### config.mk
export PLATFORM = sky130hd
export DESIGN_NAME = csp_core
export DESIGN_NICKNAME = d
export VERILOG_FILES = /design/src/hdl/csp_sat.v /design/src/hdl/csp_core.v
export VERILOG_INCLUDE_DIRS = /design/src /design/src/hdl
export SDC_FILE = /design/constraint.sdc
export NUM_CORES = 2
export LEC_CHECK = 0
export BUFFER_PORTS_ARGS = -buffer_cell sky130_fd_sc_hd__buf_2
export CAP_MARGIN = 20
export CORE_UTILIZATION = 25
export CTS_BUF_LIST = sky130_fd_sc_hd__clkbuf_2 sky130_fd_sc_hd__clkbuf_4 sky130_fd_sc_hd__clkbuf_8
export CTS_CLUSTER_SIZE = 24
export DETAILED_ROUTE_END_ITERATION = 10
export PLACE_DENSITY = 0.47
export SYNTH_ARGS = -nofsm -noshare
export SYNTH_HDL_FRONTEND = slang
export SYNTH_SLANG_ARGS = --single-unit
### constraint.sdc
create_clock -name ref_clk -period 115.5 [get_ports ref_clk]
set_input_delay 11.55 -clock ref_clk [delete_from_list [all_inputs] [get_ports ref_clk]]
set_output_delay 11.55 -clock ref_clk [all_outputs]
set_load 0.01 [all_outputs]
### src/hdl/csp_regs.vh
// Register indices, field positions, reset values and timing counts for the cyclic position block.
`ifndef CSP_REGS_VH
`define CSP_REGS_VH
`define CSP_IDX_CMD 16'h6040
`define CSP_IDX_STATE 16'h6041
`define CSP_IDX_TGT 16'h607a
`define CSP_IDX_POS_OFS 16'h60b0
`define CSP_IDX_VEL_OFS 16'h60b1
`define CSP_IDX_TRQ_OFS 16'h60b2
`define CSP_IDX_MODE 16'h6060
`define CSP_IDX_FE_WIN 16'h6065
`define CSP_IDX_FE_TMO 16'h6066
`define CSP_IDX_IP_PER 16'h60c2
`define CSP_IDX_XTO 16'h2f75
`define CSP_IDX_VLIM 16'h6080
`define CSP_IDX_TLIM 16'h6072
`define CSP_IDX_POS_ACT 16'h6064
`define CSP_CMD_SO 0
`define CSP_CMD_EV 1
`define CSP_CMD_QS 2
`define CSP_CMD_EO 3
`define CSP_CMD_FR 7
`define CSP_CMD_HALT 8
`define CSP_ST_RTSO 0
`define CSP_ST_SO 1
`define CSP_ST_OE 2
`define CSP_ST_FLT 3
`define CSP_ST_VE 4
`define CSP_ST_QS 5
`define CSP_ST_SOD 6
`define CSP_ST_WARN 7
`define CSP_ST_REM 9
`define CSP_ST_LIM 11
`define CSP_ST_FOLLOW 12
`define CSP_ST_FERR 13
`define CSP_RST_OFS 32'h00000000
`define CSP_RST_FE_WIN 32'h00001000
`define CSP_RST_FE_TMO 16'h000a
`define CSP_RST_IP_PER 16'h000a
`define CSP_RST_XTO 16'h0014
`define CSP_RST_VLIM 32'h00100000
`define CSP_RST_TLIM 16'h03e8
`define CSP_CLK_HZ 10000000
`define CSP_MS_TICK_CYC 10000
`define CSP_MS_TICK_LAST 14'h270f
`define CSP_KP_SHIFT 4
`define CSP_KV_SHIFT 6
`endif

### src/hdl/csp_sat.v
// Signed symmetric clamp used for the speed and torque limits.
module csp_sat #(
   parameter W = 32
) (
   // Value and bound
   input wire signed [W-1:0] value,
   input wire [W-1:0] bound,
   // Result
   output reg signed [W-1:0] result,
   output reg clipped
);
   always @*
   begin
      result = value;
      clipped = 1'b0;
      if (value > $signed(bound))
      begin
         result = $signed(bound);
         clipped = 1'b1;
      end
      else if (value < -$signed(bound))
      begin
         result = -$signed(bound);
         clipped = 1'b1;
      end
   end
endmodule

### src/hdl/csp_core.v
// Cyclic synchronous position block: object access, drive state, interpolation and cascaded loops.
//
// Function
// - Target position is absolute loop demand.
// - Interpolate between updates each interpolation period.
// - Position, velocity, torque loops run cascaded.
// - Always report actual position; others optional.
// - Following error, speed, torque limits, quick stop.
// - Error beyond window past timeout sets bit13.
// - Command bits: on, voltage, quickstop, enable, reset.
// - Halt stops interpolation, brings motor to rest.
// - Stop disables interpolation until operation re-enabled.
// - Missing target past timeout triggers quick stop.
// - Bit12 shows target used or ignored.
// - Status bits report drive state flags.
// - Bits 8, 14, 15 zero; bit 10 reserved.
// - Position offset signed 32-bit, default zero.
// - Position offset absolute, never accumulates.
// - Velocity offset signed 32-bit feedforward.
// - Torque offset signed 16-bit feedforward.
// - Torque offset absolute, added to torque.
`include "csp_regs.vh"
module csp_core (
   // Clock and reset
   input wire ref_clk,
   input wire rst,
   // Object access port
   input wire obj_wr,
   input wire obj_rd,
   input wire [15:0] obj_index,
   input wire [31:0] obj_wdata,
   output reg [31:0] obj_rdata,
   output reg obj_ack,
   output reg obj_err,
   // Cyclic timing and sensors
   input wire sync_pulse,
   input wire internal_fault,
   input wire signed [31:0] pos_actual_in,
   input wire signed [31:0] vel_actual_in,
   // Drive outputs
   output reg signed [15:0] torque_demand,
   output reg signed [31:0] pos_actual,
   output reg signed [31:0] vel_actual,
   output reg [15:0] drive_state_word
);
   // ----------------------------------------
   // Drive states
   // ----------------------------------------
   localparam ST_SOD = 6'b000001;
   localparam ST_RTSO = 6'b000010;
   localparam ST_SWON = 6'b000100;
   localparam ST_OPEN = 6'b001000;
   localparam ST_QSTOP = 6'b010000;
   localparam ST_FAULT = 6'b100000;

   reg [15:0] drive_command_word_reg, fe_timeout_reg, ip_period_reg, xto_reg, tlim_reg;
   reg [15:0] fe_cnt_reg, xto_cnt_reg, seg_ms_reg;
   reg signed [31:0] position_offset_reg, velocity_offset_reg, target_reg;
   reg signed [31:0] seg_start_reg, seg_end_reg, pos_dem_reg, interp_pos;
   reg signed [15:0] torque_offset_reg;
   reg [31:0] fe_window_reg, vlim_reg;
   reg [5:0] state_reg, state_next;
   reg ip_en_reg, halt_reg, tgt_new_reg, fe_flag_reg;
   reg fault_meta_reg, fault_sync_reg, sync_meta_reg, sync_sync_reg, sync_prev_reg;
   reg [13:0] tick_reg;
   wire [15:0] cw;
   wire ms_tick, sync_edge, vel_clip, trq_clip, stop_req;
   wire signed [31:0] abs_target, pos_err, vel_cmd, vel_lim, trq_raw, trq_lim;
   wire [31:0] pos_err_mag;

   assign cw = drive_command_word_reg;
   assign ms_tick = (tick_reg == `CSP_MS_TICK_LAST);
   assign sync_edge = sync_sync_reg & ~sync_prev_reg;

   // ----------------------------------------
   // Object writes and reads
   // ----------------------------------------
   always @(posedge ref_clk)
   begin
      if (rst)
      begin
         drive_command_word_reg <= 16'h0000;
         position_offset_reg <= `CSP_RST_OFS;
         velocity_offset_reg <= `CSP_RST_OFS;
         torque_offset_reg <= 16'h0000;
         target_reg <= 32'h00000000;
         fe_window_reg <= `CSP_RST_FE_WIN;
         fe_timeout_reg <= `CSP_RST_FE_TMO;
         ip_period_reg <= `CSP_RST_IP_PER;
         xto_reg <= `CSP_RST_XTO;
         vlim_reg <= `CSP_RST_VLIM;
         tlim_reg <= `CSP_RST_TLIM;
         tgt_new_reg <= 1'b0;
         obj_ack <= 1'b0;
         obj_err <= 1'b0;
         obj_rdata <= 32'h00000000;
      end
      else
      begin
         obj_ack <= obj_wr | obj_rd;
         obj_err <= 1'b0;
         obj_rdata <= 32'h00000000;
         tgt_new_reg <= 1'b0;
         if (obj_wr)
         begin
            case (obj_index)
               `CSP_IDX_CMD: drive_command_word_reg <= obj_wdata[15:0];
               `CSP_IDX_TGT:
               begin
                  target_reg <= obj_wdata;
                  tgt_new_reg <= 1'b1;
               end
               `CSP_IDX_POS_OFS: position_offset_reg <= obj_wdata;
               `CSP_IDX_VEL_OFS: velocity_offset_reg <= obj_wdata;
               `CSP_IDX_TRQ_OFS: torque_offset_reg <= obj_wdata[15:0];
               `CSP_IDX_FE_WIN: fe_window_reg <= obj_wdata;
               `CSP_IDX_FE_TMO: fe_timeout_reg <= obj_wdata[15:0];
               `CSP_IDX_IP_PER: ip_period_reg <= obj_wdata[15:0];
               `CSP_IDX_XTO: xto_reg <= obj_wdata[15:0];
               `CSP_IDX_VLIM: vlim_reg <= obj_wdata;
               `CSP_IDX_TLIM: tlim_reg <= obj_wdata[15:0];
               default: obj_err <= 1'b1;
            endcase
         end
         else if (obj_rd)
         begin
            case (obj_index)
               `CSP_IDX_CMD: obj_rdata <= {16'h0000, drive_command_word_reg};
               `CSP_IDX_STATE: obj_rdata <= {16'h0000, drive_state_word};
               `CSP_IDX_TGT: obj_rdata <= target_reg;
               `CSP_IDX_POS_OFS: obj_rdata <= position_offset_reg;
               `CSP_IDX_VEL_OFS: obj_rdata <= velocity_offset_reg;
               `CSP_IDX_TRQ_OFS: obj_rdata <= {{16{torque_offset_reg[15]}}, torque_offset_reg};
               `CSP_IDX_FE_WIN: obj_rdata <= fe_window_reg;
               `CSP_IDX_FE_TMO: obj_rdata <= {16'h0000, fe_timeout_reg};
               `CSP_IDX_IP_PER: obj_rdata <= {16'h0000, ip_period_reg};
               `CSP_IDX_XTO: obj_rdata <= {16'h0000, xto_reg};
               `CSP_IDX_VLIM: obj_rdata <= vlim_reg;
               `CSP_IDX_TLIM: obj_rdata <= {16'h0000, tlim_reg};
               `CSP_IDX_POS_ACT: obj_rdata <= pos_actual;
               default: obj_err <= 1'b1;
            endcase
         end
      end
   end

   // ----------------------------------------
   // Drive state machine
   // ----------------------------------------
   // Command bit decode
   always @*
   begin
      state_next = state_reg;
      case (state_reg)
         ST_SOD: if (cw[`CSP_CMD_EV] & cw[`CSP_CMD_QS] & ~cw[`CSP_CMD_SO]) state_next = ST_RTSO;
         ST_RTSO:
         begin
            if (~cw[`CSP_CMD_EV])
               state_next = ST_SOD;
            else if (cw[`CSP_CMD_SO] & cw[`CSP_CMD_QS])
               state_next = ST_SWON;
         end
         ST_SWON:
         begin
            if (~cw[`CSP_CMD_EV] | ~cw[`CSP_CMD_QS])
               state_next = ST_SOD;
            else if (~cw[`CSP_CMD_SO])
               state_next = ST_RTSO;
            else if (cw[`CSP_CMD_EO])
               state_next = ST_OPEN;
         end
         ST_OPEN:
         begin
            if (~cw[`CSP_CMD_EV])
               state_next = ST_SOD;
            else if (~cw[`CSP_CMD_QS])
               state_next = ST_QSTOP;
            else if (~cw[`CSP_CMD_SO])
               state_next = ST_RTSO;
            else if (~cw[`CSP_CMD_EO])
               state_next = ST_SWON;
         end
         ST_QSTOP: if (~cw[`CSP_CMD_EV] | (vel_actual == 32'sd0 && cw[`CSP_CMD_QS] == 1'b0)) state_next = ST_SOD;
         ST_FAULT: if (cw[`CSP_CMD_FR] & ~fault_sync_reg) state_next = ST_SOD;
         default: state_next = ST_SOD;
      endcase
      if (fault_sync_reg)
         state_next = ST_FAULT;
      else if (state_reg == ST_OPEN && ip_en_reg && xto_cnt_reg >= xto_reg)
         state_next = ST_QSTOP;
   end

   assign stop_req = (state_reg != ST_OPEN) | (state_next != ST_OPEN);

   // ----------------------------------------
   // Interpolation enable and timers
   // ----------------------------------------
   always @(posedge ref_clk)
   begin
      if (rst)
      begin
         state_reg <= ST_SOD;
         ip_en_reg <= 1'b0;
         halt_reg <= 1'b0;
         xto_cnt_reg <= 16'h0000;
         fault_meta_reg <= 1'b0;
         fault_sync_reg <= 1'b0;
         sync_meta_reg <= 1'b0;
         sync_sync_reg <= 1'b0;
         sync_prev_reg <= 1'b0;
         tick_reg <= 14'h0000;
      end
      else
      begin
         state_reg <= state_next;
         halt_reg <= cw[`CSP_CMD_HALT];
         fault_meta_reg <= internal_fault;
         fault_sync_reg <= fault_meta_reg;
         sync_meta_reg <= sync_pulse;
         sync_sync_reg <= sync_meta_reg;
         sync_prev_reg <= sync_sync_reg;
         tick_reg <= (ms_tick | sync_edge) ? 14'h0000 : tick_reg + 14'h0001;
         if (stop_req)
            ip_en_reg <= 1'b0;
         else if (!ip_en_reg)
            ip_en_reg <= 1'b1;
         if (!ip_en_reg || halt_reg || tgt_new_reg)
            xto_cnt_reg <= 16'h0000;
         else if (ms_tick && xto_cnt_reg != 16'hffff)
            xto_cnt_reg <= xto_cnt_reg + 16'h0001;
      end
   end

   assign abs_target = target_reg + position_offset_reg;

   always @*
   begin
      interp_pos = seg_end_reg;
      if (seg_ms_reg < ip_period_reg && ip_period_reg != 16'h0000)
         interp_pos = seg_start_reg + (seg_end_reg - seg_start_reg) / $signed({16'h0000, ip_period_reg})
                      * $signed({16'h0000, seg_ms_reg});
   end

   always @(posedge ref_clk)
   begin
      if (rst)
      begin
         seg_start_reg <= 32'h00000000;
         seg_end_reg <= 32'h00000000;
         seg_ms_reg <= 16'h0000;
         pos_dem_reg <= 32'h00000000;
      end
      else if (!ip_en_reg || halt_reg)
      begin
         // Holding the actual position keeps the loop quiet while stopped.
         seg_start_reg <= pos_actual_in;
         seg_end_reg <= pos_actual_in;
         seg_ms_reg <= 16'h0000;
         pos_dem_reg <= pos_actual_in;
      end
      else
      begin
         if (tgt_new_reg)
         begin
            seg_start_reg <= pos_dem_reg;
            seg_end_reg <= abs_target;
            seg_ms_reg <= 16'h0000;
         end
         else if (ms_tick && seg_ms_reg != 16'hffff)
            seg_ms_reg <= seg_ms_reg + 16'h0001;
         pos_dem_reg <= interp_pos;
      end
   end

   // ----------------------------------------
   // Cascaded loops and limits
   // ----------------------------------------
   assign pos_err = pos_dem_reg - pos_actual_in;
   assign pos_err_mag = pos_err[31] ? 32'h00000000 - pos_err : pos_err;
   assign vel_cmd = (pos_err >>> `CSP_KP_SHIFT) + velocity_offset_reg;
   csp_sat #(.W(32)) u_vsat (
      .value(vel_cmd),
      .bound(vlim_reg),
      .result(vel_lim),
      .clipped(vel_clip)
   );
   assign trq_raw = ((vel_lim - vel_actual_in) >>> `CSP_KV_SHIFT) + {{16{torque_offset_reg[15]}}, torque_offset_reg};
   csp_sat #(.W(32)) u_tsat (
      .value(trq_raw),
      .bound({16'h0000, tlim_reg}),
      .result(trq_lim),
      .clipped(trq_clip)
   );

   // ----------------------------------------
   // Following error and outputs
   // ----------------------------------------
   always @(posedge ref_clk)
   begin
      if (rst)
      begin
         fe_cnt_reg <= 16'h0000;
         fe_flag_reg <= 1'b0;
         torque_demand <= 16'h0000;
         pos_actual <= 32'h00000000;
         vel_actual <= 32'h00000000;
         drive_state_word <= 16'h0000;
      end
      else
      begin
         if (!ip_en_reg || pos_err_mag <= fe_window_reg)
         begin
            fe_cnt_reg <= 16'h0000;
            fe_flag_reg <= 1'b0;
         end
         else
         begin
            if (ms_tick && fe_cnt_reg != 16'hffff)
               fe_cnt_reg <= fe_cnt_reg + 16'h0001;
            if (fe_cnt_reg >= fe_timeout_reg)
               fe_flag_reg <= 1'b1;
         end
         torque_demand <= (state_reg == ST_OPEN || state_reg == ST_QSTOP) ? trq_lim[15:0] : 16'h0000;
         pos_actual <= pos_actual_in;
         vel_actual <= vel_actual_in;
         drive_state_word <= 16'h0000;
         drive_state_word[`CSP_ST_RTSO] <= (state_reg & (ST_RTSO | ST_SWON | ST_OPEN | ST_QSTOP)) != 6'b000000;
         drive_state_word[`CSP_ST_SO] <= (state_reg & (ST_SWON | ST_OPEN | ST_QSTOP)) != 6'b000000;
         drive_state_word[`CSP_ST_OE] <= (state_reg & (ST_OPEN | ST_QSTOP)) != 6'b000000;
         drive_state_word[`CSP_ST_FLT] <= state_reg == ST_FAULT;
         drive_state_word[`CSP_ST_VE] <= cw[`CSP_CMD_EV];
         drive_state_word[`CSP_ST_QS] <= state_reg != ST_QSTOP;
         drive_state_word[`CSP_ST_SOD] <= state_reg == ST_SOD;
         drive_state_word[`CSP_ST_WARN] <= fe_cnt_reg != 16'h0000;
         drive_state_word[`CSP_ST_REM] <= 1'b1;
         drive_state_word[`CSP_ST_LIM] <= vel_clip | trq_clip;
         drive_state_word[`CSP_ST_FOLLOW] <= ip_en_reg & ~halt_reg;
         drive_state_word[`CSP_ST_FERR] <= fe_flag_reg;
      end
   end
endmodule

==> results.md <==
* Inserted Clock Buffers at 98
* Core area at ~290,000 µm²
* Register area share after synthesis at 15.3%
* Met2 Usage GRT at 33.8%
* Fin cells at around 14,000
* Residual DRC count at 0
* Number of global-route vias before repair at 69,300
* Inst Count DP at approximately 13,000
* Dominant synthesized flop cell: dfxtp_1
* Initial antenna violation count at 25
* Min Tclk post-route at about 110 ns
* Final setup TNS at 0 ns
* Crit path top cell by count: o21a_1
* Pre-antenna DRT Iters at 8
* Crit Path Class: flop to flop
* Largest net degree at the start of global routing at 94
* YS warnings at 0
* WP data arrival at around 110 ns
* Most common cell in the netlist: nand2_1
* Root Driver: clkbuf_8
* Hold Crit Class: flop to flop
* Synth unique cells at between 100 and 150
* Syn Area/Cell at approximately 7.5 µm²
* Die footprint at ~300,000 µm²
* Period utilisation layout at a little over nine tenths
* CTS tree: yes
* Number of max-cap violations at 0
* Total grt overflow at 0
* Htree depth at 3
* Final #Nets at 11,100
* Crit. End Element: flop
* Critical path's slowest cell: o21ai_0
* CTS Sinks at between 500 and 600
* Share of layout cells above drive strength 1 at around 10%
* Initial Util at 25.1%
* Number of synthesized register bits at between 500 and 600
* Fin. Hold Viols at 0
* Vert. Die Dim at 540 µm
* Area delta synth->final at 12.6%
* Gate Count Post-Synth at ~9,600
* Fraction of registers with async set/reset at 0%
* Via Count at ~70,000
* Vias per cell at 5.26
* Met1 usage at roughly 28%
* Wire length per cell at roughly 23 µm
* Row count at 197
* Die width at ~540 µm
* Clock Latency Late Sink at roughly 0.85 ns
* Max incr delay on CP at ~0.63 ns
* First-pass GRT wire length at 464 mm
* Post-Route WL at between 300 and 400 mm
* Fmax achieved at slightly above 0.009 GHz
* Post-synth top cells: 1,247 x nand2_1, 858 x ha_1, 838 x a21oi_1
* Slew HR at 21.5%
* Synth top area share at between 15 and 20%
* GP Congestion at a little under 1
* Synth top area cells: dfxtp_1 15%, ha_1 15%, fa_1 9.4%
* DRT iter0 DRCs at about 6,000
* Post-synth EDFFs at 0
* Post-route ant nets at 0
* Boundary pin count at ~250
* Port Buffers at ~240
* Mapped cell area at approximately 72,000 µm²
* Clk pin slew, worst setup/hold paths at 0.08 ns
* Critical path peak fanout at 31
* Met3 global-route usage at 3.12%
* Worst Path Required at between 100 and 150 ns
* Critical Path Source Type: flop
* Run status: finished, final reports clean
* Most used routing layer: met2
* Top cell type by total area after synthesis: dfxtp_1
* Final Max Slew Viols at 0
* Worst clock skew at between 0.07 and 0.08 ns
* Post-DP HPWL at approximately 250 mm
* Clk buf depth at 3
* Hold_buf cts at 0
* Final setup fails at 0
* GRT Total Usage at 21.0%
* Worst-Margin Slew at ~1.2 ns
==> cells by family (layout without fill, tap and decap cells) <==
group / Yosys count / count (layout) / synth area share, %
AND/OR/NAND/NOR: 3420 / 3422 / 22.7
buffers and inverters: 1248 / 1482 / 6.56
XOR/XNOR: 519 / 519 / 6.34
AO/OA/AOI/OAI: 2497 / 2497 / 22.1
multiplexers: 187 / 187 / 2.77
adder cells (fa/ha/maj): 1197 / 1197 / 24.2
other: 1 / 19 / 0.00518
flip-flops: 555 / 555 / 15.3
==> worst max-delay path: cells and delay by family (launching register included) <==
family / cells / cell delay, ns
AOI/OAI and AO/OA: 310 / 62.95
and+or+nand+nor: 126 / 23.66
adders and majority gates: 40 / 13.00
buffers and inverters: 20 / 3.32
muxes: 8 / 2.53
xor gates and xnor gates: 10 / 2.33
DFF: 1 / 0.40
==> stage by stage <==
stage / area [µm²] / hold WS [ns] / worst slack [ns] / utilization [%]
global placement: 78400 / 0.427 / 1.09 / 27.2
floorplan: 72500 / 0.414 / 5.30 / -
global route: 81600 / 0.462 / -0.155 / 28.3
CTS: 80700 / 0.439 / 0.115 / 28.0
detailed placement: 78400 / 0.424 / -0.790 / 27.2
finish: 81600 / 0.428 / 7.00 / 28.3
==> layer usage <==
metal | routed length [µm] | share of wire, %
met5 | 85 | 0.027
met4 | 11800 | 3.7
met3 | 20500 | 6.5
met2 | 141000 | 45
met1 | 143000 | 45
==> placed cells by master, fill, tap and decap left out, types with 242 or more instances in the layout <==
| master | Yosys | final |
|---|---|---|
| a21oi_1 | 838 | 817 |
| and2_1 | 278 | 278 |
| buf_2 | 16 | 242 |
| dfxtp_1 | 555 | 551 |
| fa_1 | 339 | 339 |
| ha_1 | 858 | 857 |
| inv_1 | 834 | 832 |
| nand2_1 | 1247 | 1244 |
| nor2_1 | 658 | 639 |
| nor3_1 | 302 | 295 |
| o21ai_0 | 470 | 454 |
| xnor2_1 | 343 | 337 |
==> timing repair <==
action | in CTS | in global routing
endpoints found under the setup margin | 1 | 31
gates cloned | 2 | 0
setup buffers | 0 | 34
pin swaps | 2 | 23
resized for setup | 6 | 151
==> worst paths after layout <==
| kind | startpoint | end | slack (ns) | depth (start not counted) |
|---|---|---|---|---|
| worst max register to register | seg_start_reg[2]$_SDFFE_PP0P_ | pos_dem_reg[31]$_SDFF_PP0_ | 7.00 | 514 |
| worst min-delay path | fe_flag_reg$_SDFFE_PP0P_ | drive_state_word[13]$_SDFF_PP0_ | 0.43 | 1 |
| worst min register to register | fe_flag_reg$_SDFFE_PP0P_ | drive_state_word[13]$_SDFF_PP0_ | 0.43 | 1 |
| worst max-delay path | seg_start_reg[2]$_SDFFE_PP0P_ | pos_dem_reg[31]$_SDFF_PP0_ | 7.00 | 514 |
==> layout make-up <==
| cell class | instances | area, µm² |
|---|---|---|
| clock buffer | 156 | 1950 |
| multi-input combinational | 7826 | 57300 |
| tap | 3781 | 4730 |
| sequential | 555 | 11100 |
| antenna | 15 | 37.5 |
| fill | 31200 | 207000 |
| inverter | 840 | 3160 |
| clock inverter | 17 | 269 |
| timing repair buffer | 469 | 3000 |
Power is not shown: default switching activity piles up to over one toggle a cycle in this logic, so the estimate is an artifact.
